===== src/pfsm_pkg.sv =====
// Operation
// - A 32-bit access at C20h runs as lower half, then upper half, never together.
// - Upper select bit n gives pin n+16: 0 programmable I/O, 1 interface function.
// - Upper bits 15..12 give ring indicator, carrier detect, set ready, clear to send.
// - Upper bits 11..8 give chip select zero, memory ack, I/O ack, buffer enable.
// - Upper bits 7..0 give interrupt inputs 0..7 in reverse order.
// - All upper select bits reset to 0, making every pin programmable I/O driven by i_pio_out and i_pio_oe.
// - Chip select bits 7 and 6 choose timer outputs or chip selects seven, six.
// - Chip select bits 5 and 4 choose timer inputs or chip selects five, four.
// - Chip select bit 3 chooses interval timer gate or chip select three.
// - Chip select bits 2 and 1 choose boot ROM selects or chip selects two, one.
// - All chip select bits reset to 0, showing the primary functions.
// - Chip select zero has no chip select bit; only upper bit 11 picks it.
// - With select 1, direction, data, set and clear writes for the pin have no effect.
// - Each pin's data bit always reads the current pin level.
package pfsm_pkg;

	localparam int unsigned   ADDR_W          = 12;
	localparam logic [11:0]   OFS_LOWER_FNC   = 12'h0c20;
	localparam logic [11:0]   OFS_UPPER_FNC   = 12'h0c22;
	localparam logic [11:0]   OFS_CS_FNC      = 12'h0c24;
	localparam logic [15:0]   UPPER_FNC_RESET = 16'h0000;
	localparam logic [7:0]    CS_FNC_RESET    = 8'h00;
	localparam logic [7:0]    CS_FNC_WRITABLE = 8'hfe;
	localparam int unsigned   UPPER_UART_LSB  = 12;
	localparam int unsigned   UPPER_CS0_BIT   = 11;
	localparam int unsigned   UPPER_MEM16_BIT = 10;
	localparam int unsigned   UPPER_IO16_BIT  = 9;
	localparam int unsigned   UPPER_DBUF_BIT  = 8;
	localparam int unsigned   UPPER_IRQ_MSB   = 7;
	localparam int unsigned   CS_TIMER0_OUTPUT_BIT  = 7;
	localparam int unsigned   CS_TIMER1_OUTPUT_BIT  = 6;
	localparam int unsigned   CS_TIMER0_INPUT_BIT   = 5;
	localparam int unsigned   CS_TIMER1_INPUT_BIT   = 4;
	localparam int unsigned   CS_GATE2_BIT    = 3;
	localparam int unsigned   CS_ROM2_BIT     = 2;
	localparam int unsigned   CS_ROM1_BIT     = 1;

	typedef enum logic [1:0] {
		SIZE_BYTE  = 2'h0,
		SIZE_WORD  = 2'h1,
		SIZE_DWORD = 2'h2
	} pfsm_size_t;

	typedef enum logic [2:0] {
		ST_IDLE  = 3'h1,
		ST_LOWER = 3'h2,
		ST_UPPER = 3'h4
	} pfsm_state_t;

endpackage


===== src/pfsm_pin_function_select_mux.sv =====
`timescale 1ns/100ps

module pfsm_pin_function_select_mux (
	input  wire logic                 i_mclk,
	input  wire logic                 i_rst,
	input  wire logic                 i_req,
	input  wire logic                 i_we,
	input  wire pfsm_pkg::pfsm_size_t i_size,
	input  wire logic [11:0]          i_addr,
	input  wire logic [31:0]          i_wdata,
	output logic                      o_ready,
	output logic                      o_ack,
	output logic [31:0]               o_rdata,
	output logic                      o_lower_req,
	output logic                      o_lower_we,
	output logic [1:0]                o_lower_be,
	output logic [15:0]               o_lower_wdata,
	input  wire logic [15:0]          i_lower_rdata,
	output logic [15:0]               o_upper_fnc,
	output logic [7:0]                o_cs_fnc,
	output logic [15:0]               o_pio_write_allow,
	output logic [15:0]               o_pin_level,
	input  wire logic [15:0]          i_pio_out,
	input  wire logic [15:0]          i_pio_oe,
	input  wire logic [15:0]          i_pin_in,
	output logic [15:0]               o_pin_out,
	output logic [15:0]               o_pin_oe,
	output logic                      o_uart2_ring_indicator,
	output logic                      o_uart2_carrier_detect,
	output logic                      o_uart2_set_ready,
	output logic                      o_uart2_clear_to_send,
	input  wire logic [7:0]           i_gp_chip_select_n,
	input  wire logic                 i_gp_data_buffer_oe,
	output logic                      o_gp_mem_16bit_ack,
	output logic                      o_gp_io_16bit_ack,
	output logic [7:0]                o_gp_irq_input_n,
	input  wire logic                 i_timer0_output,
	input  wire logic                 i_timer1_output,
	output logic                      o_timer0_input,
	output logic                      o_timer1_input,
	output logic                      o_interval_timer2_gate,
	input  wire logic                 i_boot_rom_select_1,
	input  wire logic                 i_boot_rom_select_2,
	input  wire logic [7:1]           i_cs_pin_in,
	output logic [7:1]                o_cs_pin_out,
	output logic [7:1]                o_cs_pin_oe
);
	import pfsm_pkg::*;

	// ---------------------------------------------------------------
	// Register access sequencer
	// ---------------------------------------------------------------
	pfsm_state_t state;
	pfsm_state_t next_state;
	logic [15:0] upper_fnc;
	logic [15:0] next_upper_fnc;
	logic [7:0]  cs_fnc;
	logic [7:0]  next_cs_fnc;
	logic        ack;
	logic        next_ack;
	logic [31:0] rdata;
	logic [31:0] next_rdata;
	logic        we_q;
	logic        next_we_q;
	logic [3:0]  be_q;
	logic [3:0]  next_be_q;
	logic [31:0] wdata_q;
	logic [31:0] next_wdata_q;
	logic [3:0]  req_be;
	logic        req_legal;
	logic        hit_c20;
	logic        hit_c24;
	logic        take;

	always_comb begin
		req_be    = 4'h0;
		req_legal = 1'b0;
		case (i_size)
			SIZE_BYTE: begin
				req_be    = 4'(4'h1 << i_addr[1:0]);
				req_legal = 1'b1;
			end
			SIZE_WORD: begin
				req_be    = 4'(4'h3 << i_addr[1:0]);
				req_legal = ~i_addr[0];
			end
			SIZE_DWORD: begin
				req_be    = 4'hf;
				req_legal = (i_addr[1:0] == 2'h0);
			end
			default: begin
				req_be    = 4'h0;
				req_legal = 1'b0;
			end
		endcase
	end

	assign hit_c20 = req_legal && (i_addr[11:2] == OFS_LOWER_FNC[11:2]);
	assign hit_c24 = req_legal && (i_addr[11:2] == OFS_CS_FNC[11:2]);
	assign take    = i_req && (state == ST_IDLE);

	always_comb begin
		next_state     = state;
		next_upper_fnc = upper_fnc;
		next_cs_fnc    = cs_fnc;
		next_ack       = 1'b0;
		next_rdata     = rdata;
		next_we_q      = we_q;
		next_be_q      = be_q;
		next_wdata_q   = wdata_q;
		case (state)
			ST_IDLE: begin
				if (take) begin
					next_we_q    = i_we;
					next_be_q    = hit_c20 ? req_be : 4'h0;
					next_wdata_q = i_wdata;
					next_rdata   = 32'h0000_0000;
					if (hit_c20 && (req_be[1:0] != 2'h0)) begin
						// The lower half always goes first.
						next_state = ST_LOWER;
					end else if (hit_c20) begin
						next_state = ST_UPPER;
					end else begin
						next_ack = 1'b1;
						if (hit_c24 && req_be[0]) begin
							if (i_we) begin
								// Reserved bit 0 is not stored and reads 0.
								next_cs_fnc = i_wdata[7:0] & CS_FNC_WRITABLE;
							end
							next_rdata = {24'h00_0000, cs_fnc};
						end
					end
				end
			end
			ST_LOWER: begin
				next_rdata[15:0] = i_lower_rdata;
				if (be_q[3:2] != 2'h0) begin
					next_state = ST_UPPER;
				end else begin
					next_state = ST_IDLE;
					next_ack   = 1'b1;
				end
			end
			ST_UPPER: begin
				next_rdata[31:16] = upper_fnc;
				if (we_q && be_q[2]) begin
					next_upper_fnc[7:0] = wdata_q[23:16];
				end
				if (we_q && be_q[3]) begin
					next_upper_fnc[15:8] = wdata_q[31:24];
				end
				next_state = ST_IDLE;
				next_ack   = 1'b1;
			end
			default: begin
				next_state = ST_IDLE;
			end
		endcase
	end

	always_ff @(posedge i_mclk or posedge i_rst) begin
		if (i_rst) begin
			state     <= ST_IDLE;
			upper_fnc <= UPPER_FNC_RESET;
			cs_fnc    <= CS_FNC_RESET;
			ack       <= 1'b0;
			rdata     <= 32'h0000_0000;
			we_q      <= 1'b0;
			be_q      <= 4'h0;
			wdata_q   <= 32'h0000_0000;
		end else begin
			state     <= next_state;
			upper_fnc <= next_upper_fnc;
			cs_fnc    <= next_cs_fnc;
			ack       <= next_ack;
			rdata     <= next_rdata;
			we_q      <= next_we_q;
			be_q      <= next_be_q;
			wdata_q   <= next_wdata_q;
		end
	end

	assign o_ready       = (state == ST_IDLE);
	assign o_ack         = ack;
	assign o_rdata       = rdata;
	assign o_lower_req   = (state == ST_LOWER);
	assign o_lower_we    = (state == ST_LOWER) && we_q;
	assign o_lower_be    = be_q[1:0];
	assign o_lower_wdata = wdata_q[15:0];
	assign o_upper_fnc   = upper_fnc;
	assign o_cs_fnc      = cs_fnc;
	// The outer direction, data, set and clear bits must not take writes
	// while the interface function owns the pin.
	assign o_pio_write_allow = ~upper_fnc;

	// ---------------------------------------------------------------
	// Pin input synchronisers
	// ---------------------------------------------------------------
	logic [22:0] sync1;
	logic [22:0] sync2;
	logic [22:0] next_sync1;
	logic [22:0] next_sync2;

	always_comb begin
		next_sync1 = {i_cs_pin_in, i_pin_in};
		next_sync2 = sync1;
	end

	always_ff @(posedge i_mclk or posedge i_rst) begin
		if (i_rst) begin
			sync1 <= 23'h00_0000;
			sync2 <= 23'h00_0000;
		end else begin
			sync1 <= next_sync1;
			sync2 <= next_sync2;
		end
	end

	// The level is reported whatever function owns the pin.
	assign o_pin_level = sync2[15:0];

	// ---------------------------------------------------------------
	// Upper programmable pins
	// ---------------------------------------------------------------
	logic [15:0] fn_out;
	logic [15:0] fn_oe;
	logic [15:0] fn_in;

	always_comb begin
		fn_out = 16'hffff;
		fn_oe  = 16'h0000;
		fn_out[UPPER_CS0_BIT]  = i_gp_chip_select_n[0];
		fn_oe[UPPER_CS0_BIT]   = 1'b1;
		fn_out[UPPER_DBUF_BIT] = i_gp_data_buffer_oe;
		fn_oe[UPPER_DBUF_BIT]  = 1'b1;
	end

	genvar gi;
	generate
		for (gi = 0; gi < 16; gi++) begin : g_upper
			pfsm_pin_cell #(
				.IDLE_A (1'b0),
				.IDLE_B (1'b1)
			) u_cell (
				.i_sel      (upper_fnc[gi]),
				.i_a_out    (i_pio_out[gi]),
				.i_a_oe     (i_pio_oe[gi]),
				.i_b_out    (fn_out[gi]),
				.i_b_oe     (fn_oe[gi]),
				.i_pin_sync (sync2[gi]),
				.o_pin_out  (o_pin_out[gi]),
				.o_pin_oe   (o_pin_oe[gi]),
				.o_a_in     (),
				.o_b_in     (fn_in[gi])
			);
		end
	endgenerate

	assign o_uart2_ring_indicator = fn_in[UPPER_UART_LSB + 3];
	assign o_uart2_carrier_detect = fn_in[UPPER_UART_LSB + 2];
	assign o_uart2_set_ready      = fn_in[UPPER_UART_LSB + 1];
	assign o_uart2_clear_to_send  = fn_in[UPPER_UART_LSB];
	assign o_gp_mem_16bit_ack     = fn_in[UPPER_MEM16_BIT];
	assign o_gp_io_16bit_ack      = fn_in[UPPER_IO16_BIT];

	generate
		for (gi = 0; gi < 8; gi++) begin : g_irq
			assign o_gp_irq_input_n[gi] = fn_in[UPPER_IRQ_MSB - gi];
		end
	endgenerate

	// ---------------------------------------------------------------
	// Chip select shared pins
	// ---------------------------------------------------------------
	logic [7:1] pri_out;
	logic [7:1] pri_oe;
	logic [7:1] pri_in;

	always_comb begin
		pri_out = 7'h7f;
		pri_oe  = 7'h00;
		pri_out[CS_TIMER0_OUTPUT_BIT] = i_timer0_output;
		pri_oe[CS_TIMER0_OUTPUT_BIT]  = 1'b1;
		pri_out[CS_TIMER1_OUTPUT_BIT] = i_timer1_output;
		pri_oe[CS_TIMER1_OUTPUT_BIT]  = 1'b1;
		pri_out[CS_ROM2_BIT]    = i_boot_rom_select_2;
		pri_oe[CS_ROM2_BIT]     = 1'b1;
		pri_out[CS_ROM1_BIT]    = i_boot_rom_select_1;
		pri_oe[CS_ROM1_BIT]     = 1'b1;
	end

	generate
		for (gi = 1; gi < 8; gi++) begin : g_cs
			pfsm_pin_cell #(
				.IDLE_A (1'b0),
				.IDLE_B (1'b1)
			) u_cell (
				.i_sel      (cs_fnc[gi]),
				.i_a_out    (pri_out[gi]),
				.i_a_oe     (pri_oe[gi]),
				.i_b_out    (i_gp_chip_select_n[gi]),
				.i_b_oe     (1'b1),
				.i_pin_sync (sync2[15 + gi]),
				.o_pin_out  (o_cs_pin_out[gi]),
				.o_pin_oe   (o_cs_pin_oe[gi]),
				.o_a_in     (pri_in[gi]),
				.o_b_in     ()
			);
		end
	endgenerate

	assign o_timer0_input         = pri_in[CS_TIMER0_INPUT_BIT];
	assign o_timer1_input         = pri_in[CS_TIMER1_INPUT_BIT];
	assign o_interval_timer2_gate = pri_in[CS_GATE2_BIT];

endmodule // pfsm_pin_function_select_mux


===== src/pfsm_pin_cell.sv =====
`timescale 1ns/100ps

// ---------------------------------------------------------------
// Two-way pin shared by a primary source (a) and an alternate (b)
// ---------------------------------------------------------------
module pfsm_pin_cell #(
	parameter logic IDLE_A = 1'b0,
	parameter logic IDLE_B = 1'b1
) (
	input  wire logic i_sel,
	input  wire logic i_a_out,
	input  wire logic i_a_oe,
	input  wire logic i_b_out,
	input  wire logic i_b_oe,
	input  wire logic i_pin_sync,
	output logic      o_pin_out,
	output logic      o_pin_oe,
	output logic      o_a_in,
	output logic      o_b_in
);
	// The function that does not own the pin sees its idle level, so
	// a deselected input never picks up traffic meant for the other.
	always_comb begin
		o_pin_out = i_sel ? i_b_out : i_a_out;
		o_pin_oe  = i_sel ? i_b_oe : i_a_oe;
		o_a_in    = i_sel ? IDLE_A : i_pin_sync;
		o_b_in    = i_sel ? i_pin_sync : IDLE_B;
	end
endmodule // pfsm_pin_cell


===== config.mk =====
export PLATFORM = sky130hd
export DESIGN_NAME = pfsm_pin_function_select_mux
export DESIGN_NICKNAME = d
export VERILOG_FILES = /design/src/pfsm_pkg.sv /design/src/pfsm_pin_function_select_mux.sv /design/src/pfsm_pin_cell.sv
export SDC_FILE = /design/constraint.sdc
export NUM_CORES = 1
export LEC_CHECK = 0
export BUFFER_PORTS_ARGS = -buffer_cell sky130_fd_sc_hd__buf_4
export CORE_MARGIN = 1.5
export CORE_UTILIZATION = 42
export DETAILED_ROUTE_END_ITERATION = 7
export PLACE_DENSITY_LB_ADDON = 0.12
export SLEW_MARGIN = 25
export SYNTH_ARGS = -nofsm -noshare
export SYNTH_HDL_FRONTEND = slang
export SYNTH_HIERARCHICAL = 1
export SYNTH_SLANG_ARGS = --single-unit

===== constraint.sdc =====
create_clock -name i_mclk -period 4.9 [get_ports i_mclk]
set_clock_uncertainty 0.2 [all_clocks]
set_input_delay 1.225 -clock i_mclk [delete_from_list [all_inputs] [get_ports i_mclk]]
set_output_delay 1.225 -clock i_mclk [all_outputs]
set_load 0.01 [all_outputs]

# Word-level counts from Yosys, hierarchy flattened
# Index checks and enable logic that the tools add are counted.
[word_totals]
register_bits = 138
inputBits = 134
output_inout_bits = 173
wordCells = 126
[op_classes]
eq_ne = 9
n_shift = 2
n_mux = 78
n_bitwise = 4
n_reduce_logical = 21
[op_table]
columns = ["op", "n"]
rows = [
  ["one-hot mux 16 bit (2 select lines)", 2],
  ["two-way mux 1 bit", 63],
  ["two-way mux 32 bit", 1],
  ["two-way mux 8 bit", 3],
  ["== test 10 bit, second input constant", 2],
  ["NOT 16 bit", 1],
  ["two-way mux 3 bit", 4],
  ["one-hot mux 4 bit (3 select lines)", 1],
  ["AND reduction 2 bit", 6],
  ["logical AND 1 bit", 8],
  ["nonzero test 2 bit", 4],
  ["one-hot mux 1 bit (3 select lines)", 2],
  ["one-hot mux 3 bit (2 select lines)", 1],
  ["AND reduction 6 bit", 1],
  ["zero test 2 bit", 2],
  ["two-way mux 4 bit", 1],
  ["left shift 1 x 2 -> 4 bit, first input constant", 1],
  ["left shift 2 x 2 -> 4 bit, first input constant", 1],
  ["== test 3 x 1 -> 1 bit, second input constant", 1],
  ["== test 3 x 2 -> 1 bit, second input constant", 1],
  ["== test 3 bit, second input constant", 1],
  ["!= test 3 x 1 -> 1 bit, second input constant", 1],
  ["NOT 1 bit", 3],
  ["== test 2 x 1 -> 1 bit, second input constant", 1],
  ["2 further kinds", 2],
]

# Logic depth before layout (Yosys ltp)
# Gate-level depths: netlist (run 1).
[logic_depth]
ltp_word = 9
depth_mapped = 7
ltp_nobuf = 4

# By module
# Netlist (run 1), hierarchy kept.
[by_module_without_submodules]
columns = ["module", "n_inst", "cells_each", "area_each_um2", "seq_area_each_um2"]
rows = [
  ["pfsm_pin_function_select_mux", 1, 494, 5424.0, 3554.7],
  ["pfsm_pin_cell", 23, 4, 37.5, 0.0],
]

# Worst setup path before layout (run 1)
# No wires, ideal clock.
[synth_timing]
path_type = "input -> register"
start = "in i_addr[6]"
end = "reg cs_fnc[1], in the netlist o_cs_fnc[1]"
setup_ns = 0.125
arrival_ns = 2.925
required_ns = 4.575
path_slack_ns = 1.650
path_stages = 5
n_path_buf = 1
path_cell_list = "or4b_4 -> a2111oi_4 -> and4_2 -> buf_4 -> mux2_2"
[synth_via]
elab_chain_cells = 5
elab_cells_between_ends = 9
cone_classes = "2 x eq/ne; 2 x bitwise; 5 x reduce/logical"
[synth_rtl]
columns = ["element", "line_no", "text"]
rows = [
  ["start, declared", "pfsm_pin_function_select_mux.sv:9", "input wire logic [11:0] i_addr,"],
  ["== test 10 bit", "pfsm_pin_function_select_mux.sv:98", "assign hit_c20 = req_legal && (i_addr[11:2] == OFS_LOWER_FNC[11:2]);"],
  ["logical AND 1 bit", "pfsm_pin_function_select_mux.sv:98", ""],
  ["logical AND 1 bit", "pfsm_pin_function_select_mux.sv:118", "if (hit_c20 && (req_be[1:0] != 2'h0)) begin"],
  ["NOT 1 bit (no source line)", "--", ""],
  ["AND reduction 6 bit (no source line) (*)", "--", ""],
  ["end signal, assigned", "pfsm_pin_function_select_mux.sv:174", "cs_fnc <= next_cs_fnc;"],
  ["end, declared", "pfsm_pin_function_select_mux.sv:57", "logic [7:0] cs_fnc;"],
]
# Every way passes the cells marked *; elsewhere a longest branch is shown, timed or not.
# A chain may end at the register's enable or synchronous reset.

# Worst setup path in the final report (run 1)
[layout_timing]
start = "reg state[1]"
end = "out o_lower_we"
[layout_via]
elab_chain_cells = 2
[layout_rtl]
columns = ["element", "line_no", "text"]
rows = [
  ["start, declared", "pfsm_pin_function_select_mux.sv:53", "pfsm_state_t state;"],
  ["start signal, assigned", "pfsm_pin_function_select_mux.sv:172", "state <= next_state;"],
  ["== test 3 x 2 -> 1 bit", "pfsm_pin_function_select_mux.sv:187", "assign o_lower_we = (state == ST_LOWER) && we_q;"],
  ["logical AND 1 bit", "pfsm_pin_function_select_mux.sv:187", ""],
  ["end, declared", "pfsm_pin_function_select_mux.sv:15", "output logic o_lower_we,"],
]
# Every way passes these cells.

==> metrics.csv, run 1 <==
metric,value,unit
status,finished clean,
drc_errors,0,
p_total,2.86,mW
use_met1,23.9,%
placed_area,8170,sq um
clock_sinks,134,
cts_tree,done,
grtUsageTotal,21.4,%
cts-root-buf,clkbuf_16,
ant_nets,0,
cts_max_level,4,
num_antenna_cells,0,
met2_usage,38.3,%
wire_per_inst,14.8,um
dp.cells,1009,
critPathLaunchType,flip-flop,
place.gp.congestion,0.741,
clockBufferDepth,2,
rsz0062_at_grt,false,
timing.final.crit_share,80.3,%
place_hpwl,11.4,mm
final_core_util,66.0,%
routed-via-count,4823,
yosysWarnings,6,
first_global_vias,4745,
grt_overflow,0,
path_class,flip-flop to output port,
hold_path_class,flip-flop to flip-flop,
syn_inst,549,
arrival,2.51,ns
die_w,121,um
portBuffers,297,
crit_fanout,20,
cts_inserted_buffers,17,
holdPathStages,0,
ios,307,
power_density,324,nW/um^2
coreArea,13400,sq um
routed_wl,15.4,mm
top_usage_layer,met2,
num-nets-final,986,
drt_first_pass_iters,4,
grt_first_pass_wirelength,23.9,mm
syn2layout_area_growth,51.0,%
drt_iter0_markers,286,
fin_ws,0.967,ns
use_met3,6.44,%
start_util,43.7,%
syn_area_per_cell,10.7,sq um
worstSkewPairLatency,0.41,ns
design_area,8840,sq um
post_cts_resized,0,
reg2reg_depth,4,
finalMaxSlewViolations,0,
worst_slew_pin_slew,0.706,ns
relSlewSlack,52.9,%
dieArea,14700,sq um
row_count,42,
fin_crit,3.93,ns
dp_slack,1.32,ns
p_leak,4.55,nW
hold_ws,0.145,ns
grt_max_degree,88,
ctsHoldBuffers,0,
cts_setup_buffers,0,
most-common-layout-cells,"buf_4 (300), nand2_1 (151), dfrtp_1 (133), mux2_2 (69), conb_1 (48)",
final_cells,1041,
clkTransAtPathRegs,0.06,ns
via_per_inst,4.63,
tns,0,ns
vdd_drop_max,0.000210,V
max_freq,254,MHz
antenna_found_initial,0,
dieHeight,121,um
maxCapViolCount,0,
layout_commonest_cell,buf_4,
drive_gt1_share,48.1,%
finalHoldViolCount,0,
setup_viol,0,
required,3.47,ns
synth_area,5860,sq um
critPathCaptureType,output port,
[cell type report]
type,count,area [sq um]
fillers,1067,4560
flip-flops and latches,134,3350
repair buffers,302,2290
multi-input cells,372,2210
clock buffers,19,443
clock inverters,13,228
well taps,176,220
inverters,25,97.6
[worst paths after layout]
check                                              from                        to  slack, ns
worst max-delay path               state[1]$_DFFE_PP0P_                o_lower_we       0.97
worst min-delay path            next_sync2[6]$_DFF_PP0_        sync2[6]$_DFF_PP0_       0.15
worst max register to register     state[0]$_DFFE_PP1P_    o_rdata[5]$_DFFE_PP0P_       2.34
worst min register to register  next_sync2[6]$_DFF_PP0_        sync2[6]$_DFF_PP0_       0.15
max in group asynchronous                         i_rst  next_sync2[14]$_DFF_PP0_       3.07
min in group asynchronous                         i_rst        sync2[5]$_DFF_PP0_       0.64
[critical path: stages, from the launching register on]
cell and delay, ns:
dfrtp_1 0.46, or3b_2 0.68, inv_1 0.60, and2_1 0.21, buf_4 0.13
[power by group]
group	leakage [nW]	switching, mW	internal [mW]
Sequential	1.72	0.0193	1.15
Combinational	2.51	0.118	0.147
Clock	0.323	0.465	0.966
Total	4.55	0.602	2.26
[registers in the layout, indices dropped and copies added, names as in the netlist]
name / cells
be_q: 4
sync2: 19
o_rdata: 32
o_ack: 1
o_upper_fnc: 16
state: 3
o_cs_fnc: 7
wdata_q: 32
next_sync2: 19
we_q: 1
[metal layers]
layer  part of all wire (%)  vias to the layer above
met1                     38                     2304
li1                       -                     2310
met2                     53                      188
met5                      0                        -
met4                    1.9                        0
met3                    7.5                       21
Power figures use the tool's default switching activity.
==> run 2, diff against run 1 <==
==> constraint.sdc (replaced) <==
create_clock -name i_mclk -period 3.2 [get_ports i_mclk]
set_clock_uncertainty 0.2 [all_clocks]
set_input_delay 0.8 -clock i_mclk [delete_from_list [all_inputs] [get_ports i_mclk]]
set_output_delay 0.8 -clock i_mclk [all_outputs]
set_load 0.01 [all_outputs]
==> metrics.csv, run 2 (synthesis gave the netlist of run 1 again) <==
metric,value,unit,change
status,finished clean,,unchanged
cts_max_level,4,,unchanged
place_hpwl,11.4,mm,about the same
required,2.20,ns,was 3.47 ns
setup_viol,0,,unchanged
power_density,471,nW/um^2,was 324 nW/um^2
critPathCaptureType,output port,,unchanged
grt_first_pass_wirelength,23.7,mm,was 23.9 mm
worst_slew_pin_slew,0.492,ns,was 0.706 ns
max_freq,351,MHz,
ff2ff_setup_slack,1.05,ns,was 2.34 ns
clock_sinks,134,,unchanged
timing.rr.start,state[2]$_DFFE_PP0P_,,was state[0]$_DFFE_PP1P_
reg2reg_to,o_upper_fnc[0]$_DFFE_PP0P_,,was o_rdata[5]$_DFFE_PP0P_
drt_first_pass_iters,4,,unchanged
layout_commonest_cell,buf_4,,unchanged
row_count,42,,unchanged
vdd_drop_max,0.000321,V,was 0.000210 V
cts-root-buf,clkbuf_16,,unchanged
place.gp.congestion,0.751,,was 0.741
dieArea,14700,sq um,unchanged
drt_iter0_markers,248,,was 286
cts_tree,done,,unchanged
post_cts_resized,0,,unchanged
num-nets-final,989,,was 986
critPathCapture,o_lower_req,,was o_lower_we
worstSkewPairLatency,0.41,ns,about the same
drc_errors,0,,unchanged
final_core_util,65.7,%,was 66.0%
antenna_found_initial,0,,unchanged
dr.max_layer_used,met4,,unchanged
wl_met3,1.23,mm,was 1.15 mm
finalHoldViolCount,0,,unchanged
num_antenna_cells,0,,unchanged
arrival,1.85,ns,was 2.51 ns
rsz0062_at_grt,false,,unchanged
maxCapViolCount,0,,unchanged
clkTransAtPathRegs,0.05,ns,was 0.06 ns
coreArea,13400,sq um,unchanged
cts_inserted_buffers,17,,unchanged
fin_crit,2.85,ns,
dieHeight,121,um,unchanged
finalMaxSlewViolations,0,,unchanged
critPathLaunchType,flip-flop,,unchanged
fill_cells,1100,,was 1067
reg2reg_depth,4,,unchanged
syn2layout_area_growth,50.4,%,was 51.0%
grtUsageTotal,21.2,%,was 21.4%
clockBufferDepth,2,,unchanged
tns,0,ns,unchanged
timing.final.crit_share,88.9,%,
grt_max_degree,80,,was 88
p_leak,4.53,nW,was 4.55 nW
routed_wl,15.3,mm,was 15.4 mm
ant_nets,0,,unchanged
hold_path_class,flip-flop to flip-flop,,unchanged
wire_per_inst,14.6,um,was 14.8 um
relSlewSlack,66.9,%,was 52.9%
crit_fanout,19,,was 20
cts_setup_buffers,0,,unchanged
routed-via-count,4807,,was 4823
ios,307,,unchanged
most-common-layout-cells,"buf_4 (302), nand2_1 (151), dfrtp_1 (133), mux2_2 (69), conb_1 (48)",,"was buf_4 (300), nand2_1 (151), dfrtp_1 (133), mux2_2 (69), conb_1 (48)"
path_class,flip-flop to output port,,unchanged
via_per_inst,4.61,,was 4.63
die_w,121,um,unchanged
cp-startpoint,state[1]$_DFFE_PP0P_,,unchanged
met2_wirelength,8.04,mm,was 8.13 mm
first_global_vias,4720,,was 4745
start_util,43.7,%,unchanged
portBuffers,297,,unchanged
ctsHoldBuffers,0,,unchanged
grt_overflow,0,,unchanged
drive_gt1_share,48.0,%,was 48.1%
wl_met1,5.69,mm,was 5.83 mm
run 2: cell type report:
| type | instances | area, sq um | share of cell area (%) |
|---|---|---|---|
| Sequential cell | 134 | 3350 | 38.1 |
| Timing Repair Buffer | 305 | 2330 | 26.4 |
| Multi-Input combinational cell | 372 | 2210 | 25.1 |
| Clock buffer | 23 | 478 | 5.43 |
| Tap cell | 176 | 220 | 2.50 |
| Clock inverter | 8 | 123 | 1.39 |
| Inverter | 25 | 97.6 | 1.11 |
run 2: per-stage QoR:
stage	hold slack (ns)	power (mW)	instances	setup WS (ns)	cell area, sq um
6_report	0.145	4.15	1043	0.354	8810
5_1_grt	0.149	4.32	1043	0.252	8810
4_1_cts	0.147	4.21	1043	0.317	8810
3_5_place_dp	0.135	2.23	1012	0.208	8210
3_3_place_gp	0.132	2.22	1012	0.243	8210
2_1_floorplan	0.131	2.01	595	0.375	6030
run 2: critical path: stages, from the launching register on:
cell and delay, ns:
dfrtp_1 0.45, or3b_2 0.48, inv_1 0.08, buf_4 0.25, buf_4 0.17
run 2: routing by layer:
| layer | track usage (%) | vias to the layer above |
|---|---|---|
| met5 | 0 | - |
| met1 | 23.6 | 2275 |
| met4 | 8.31 | 0 |
| met2 | 38.2 | 193 |
| met3 | 6.25 | 24 |
| li1 | - | 2315 |
run 2: where the power goes:
group	total, mW	internal, mW	switching (mW)
sequential	1.79	1.76	0.0282
clock	1.95	1.28	0.673
combinational	0.408	0.227	0.181
run 2: worst min-delay path by stage:
stage | from | endpoint | slack, ns | cells past startpoint
2_1_floorplan | next_sync2[0]$_DFF_PP0_ | sync2[0]$_DFF_PP0_ | 0.13 | 0
3_3_place_gp | next_sync2[20]$_DFF_PP0_ | sync2[20]$_DFF_PP0_ | 0.13 | 0
3_5_place_dp | next_sync2[4]$_DFF_PP0_ | sync2[4]$_DFF_PP0_ | 0.13 | 0
4_1_cts | next_sync2[4]$_DFF_PP0_ | sync2[4]$_DFF_PP0_ | 0.15 | 0
5_1_grt | next_sync2[8]$_DFF_PP0_ | sync2[8]$_DFF_PP0_ | 0.15 | 0
6_report | next_sync2[9]$_DFF_PP0_ | sync2[9]$_DFF_PP0_ | 0.14 | 0
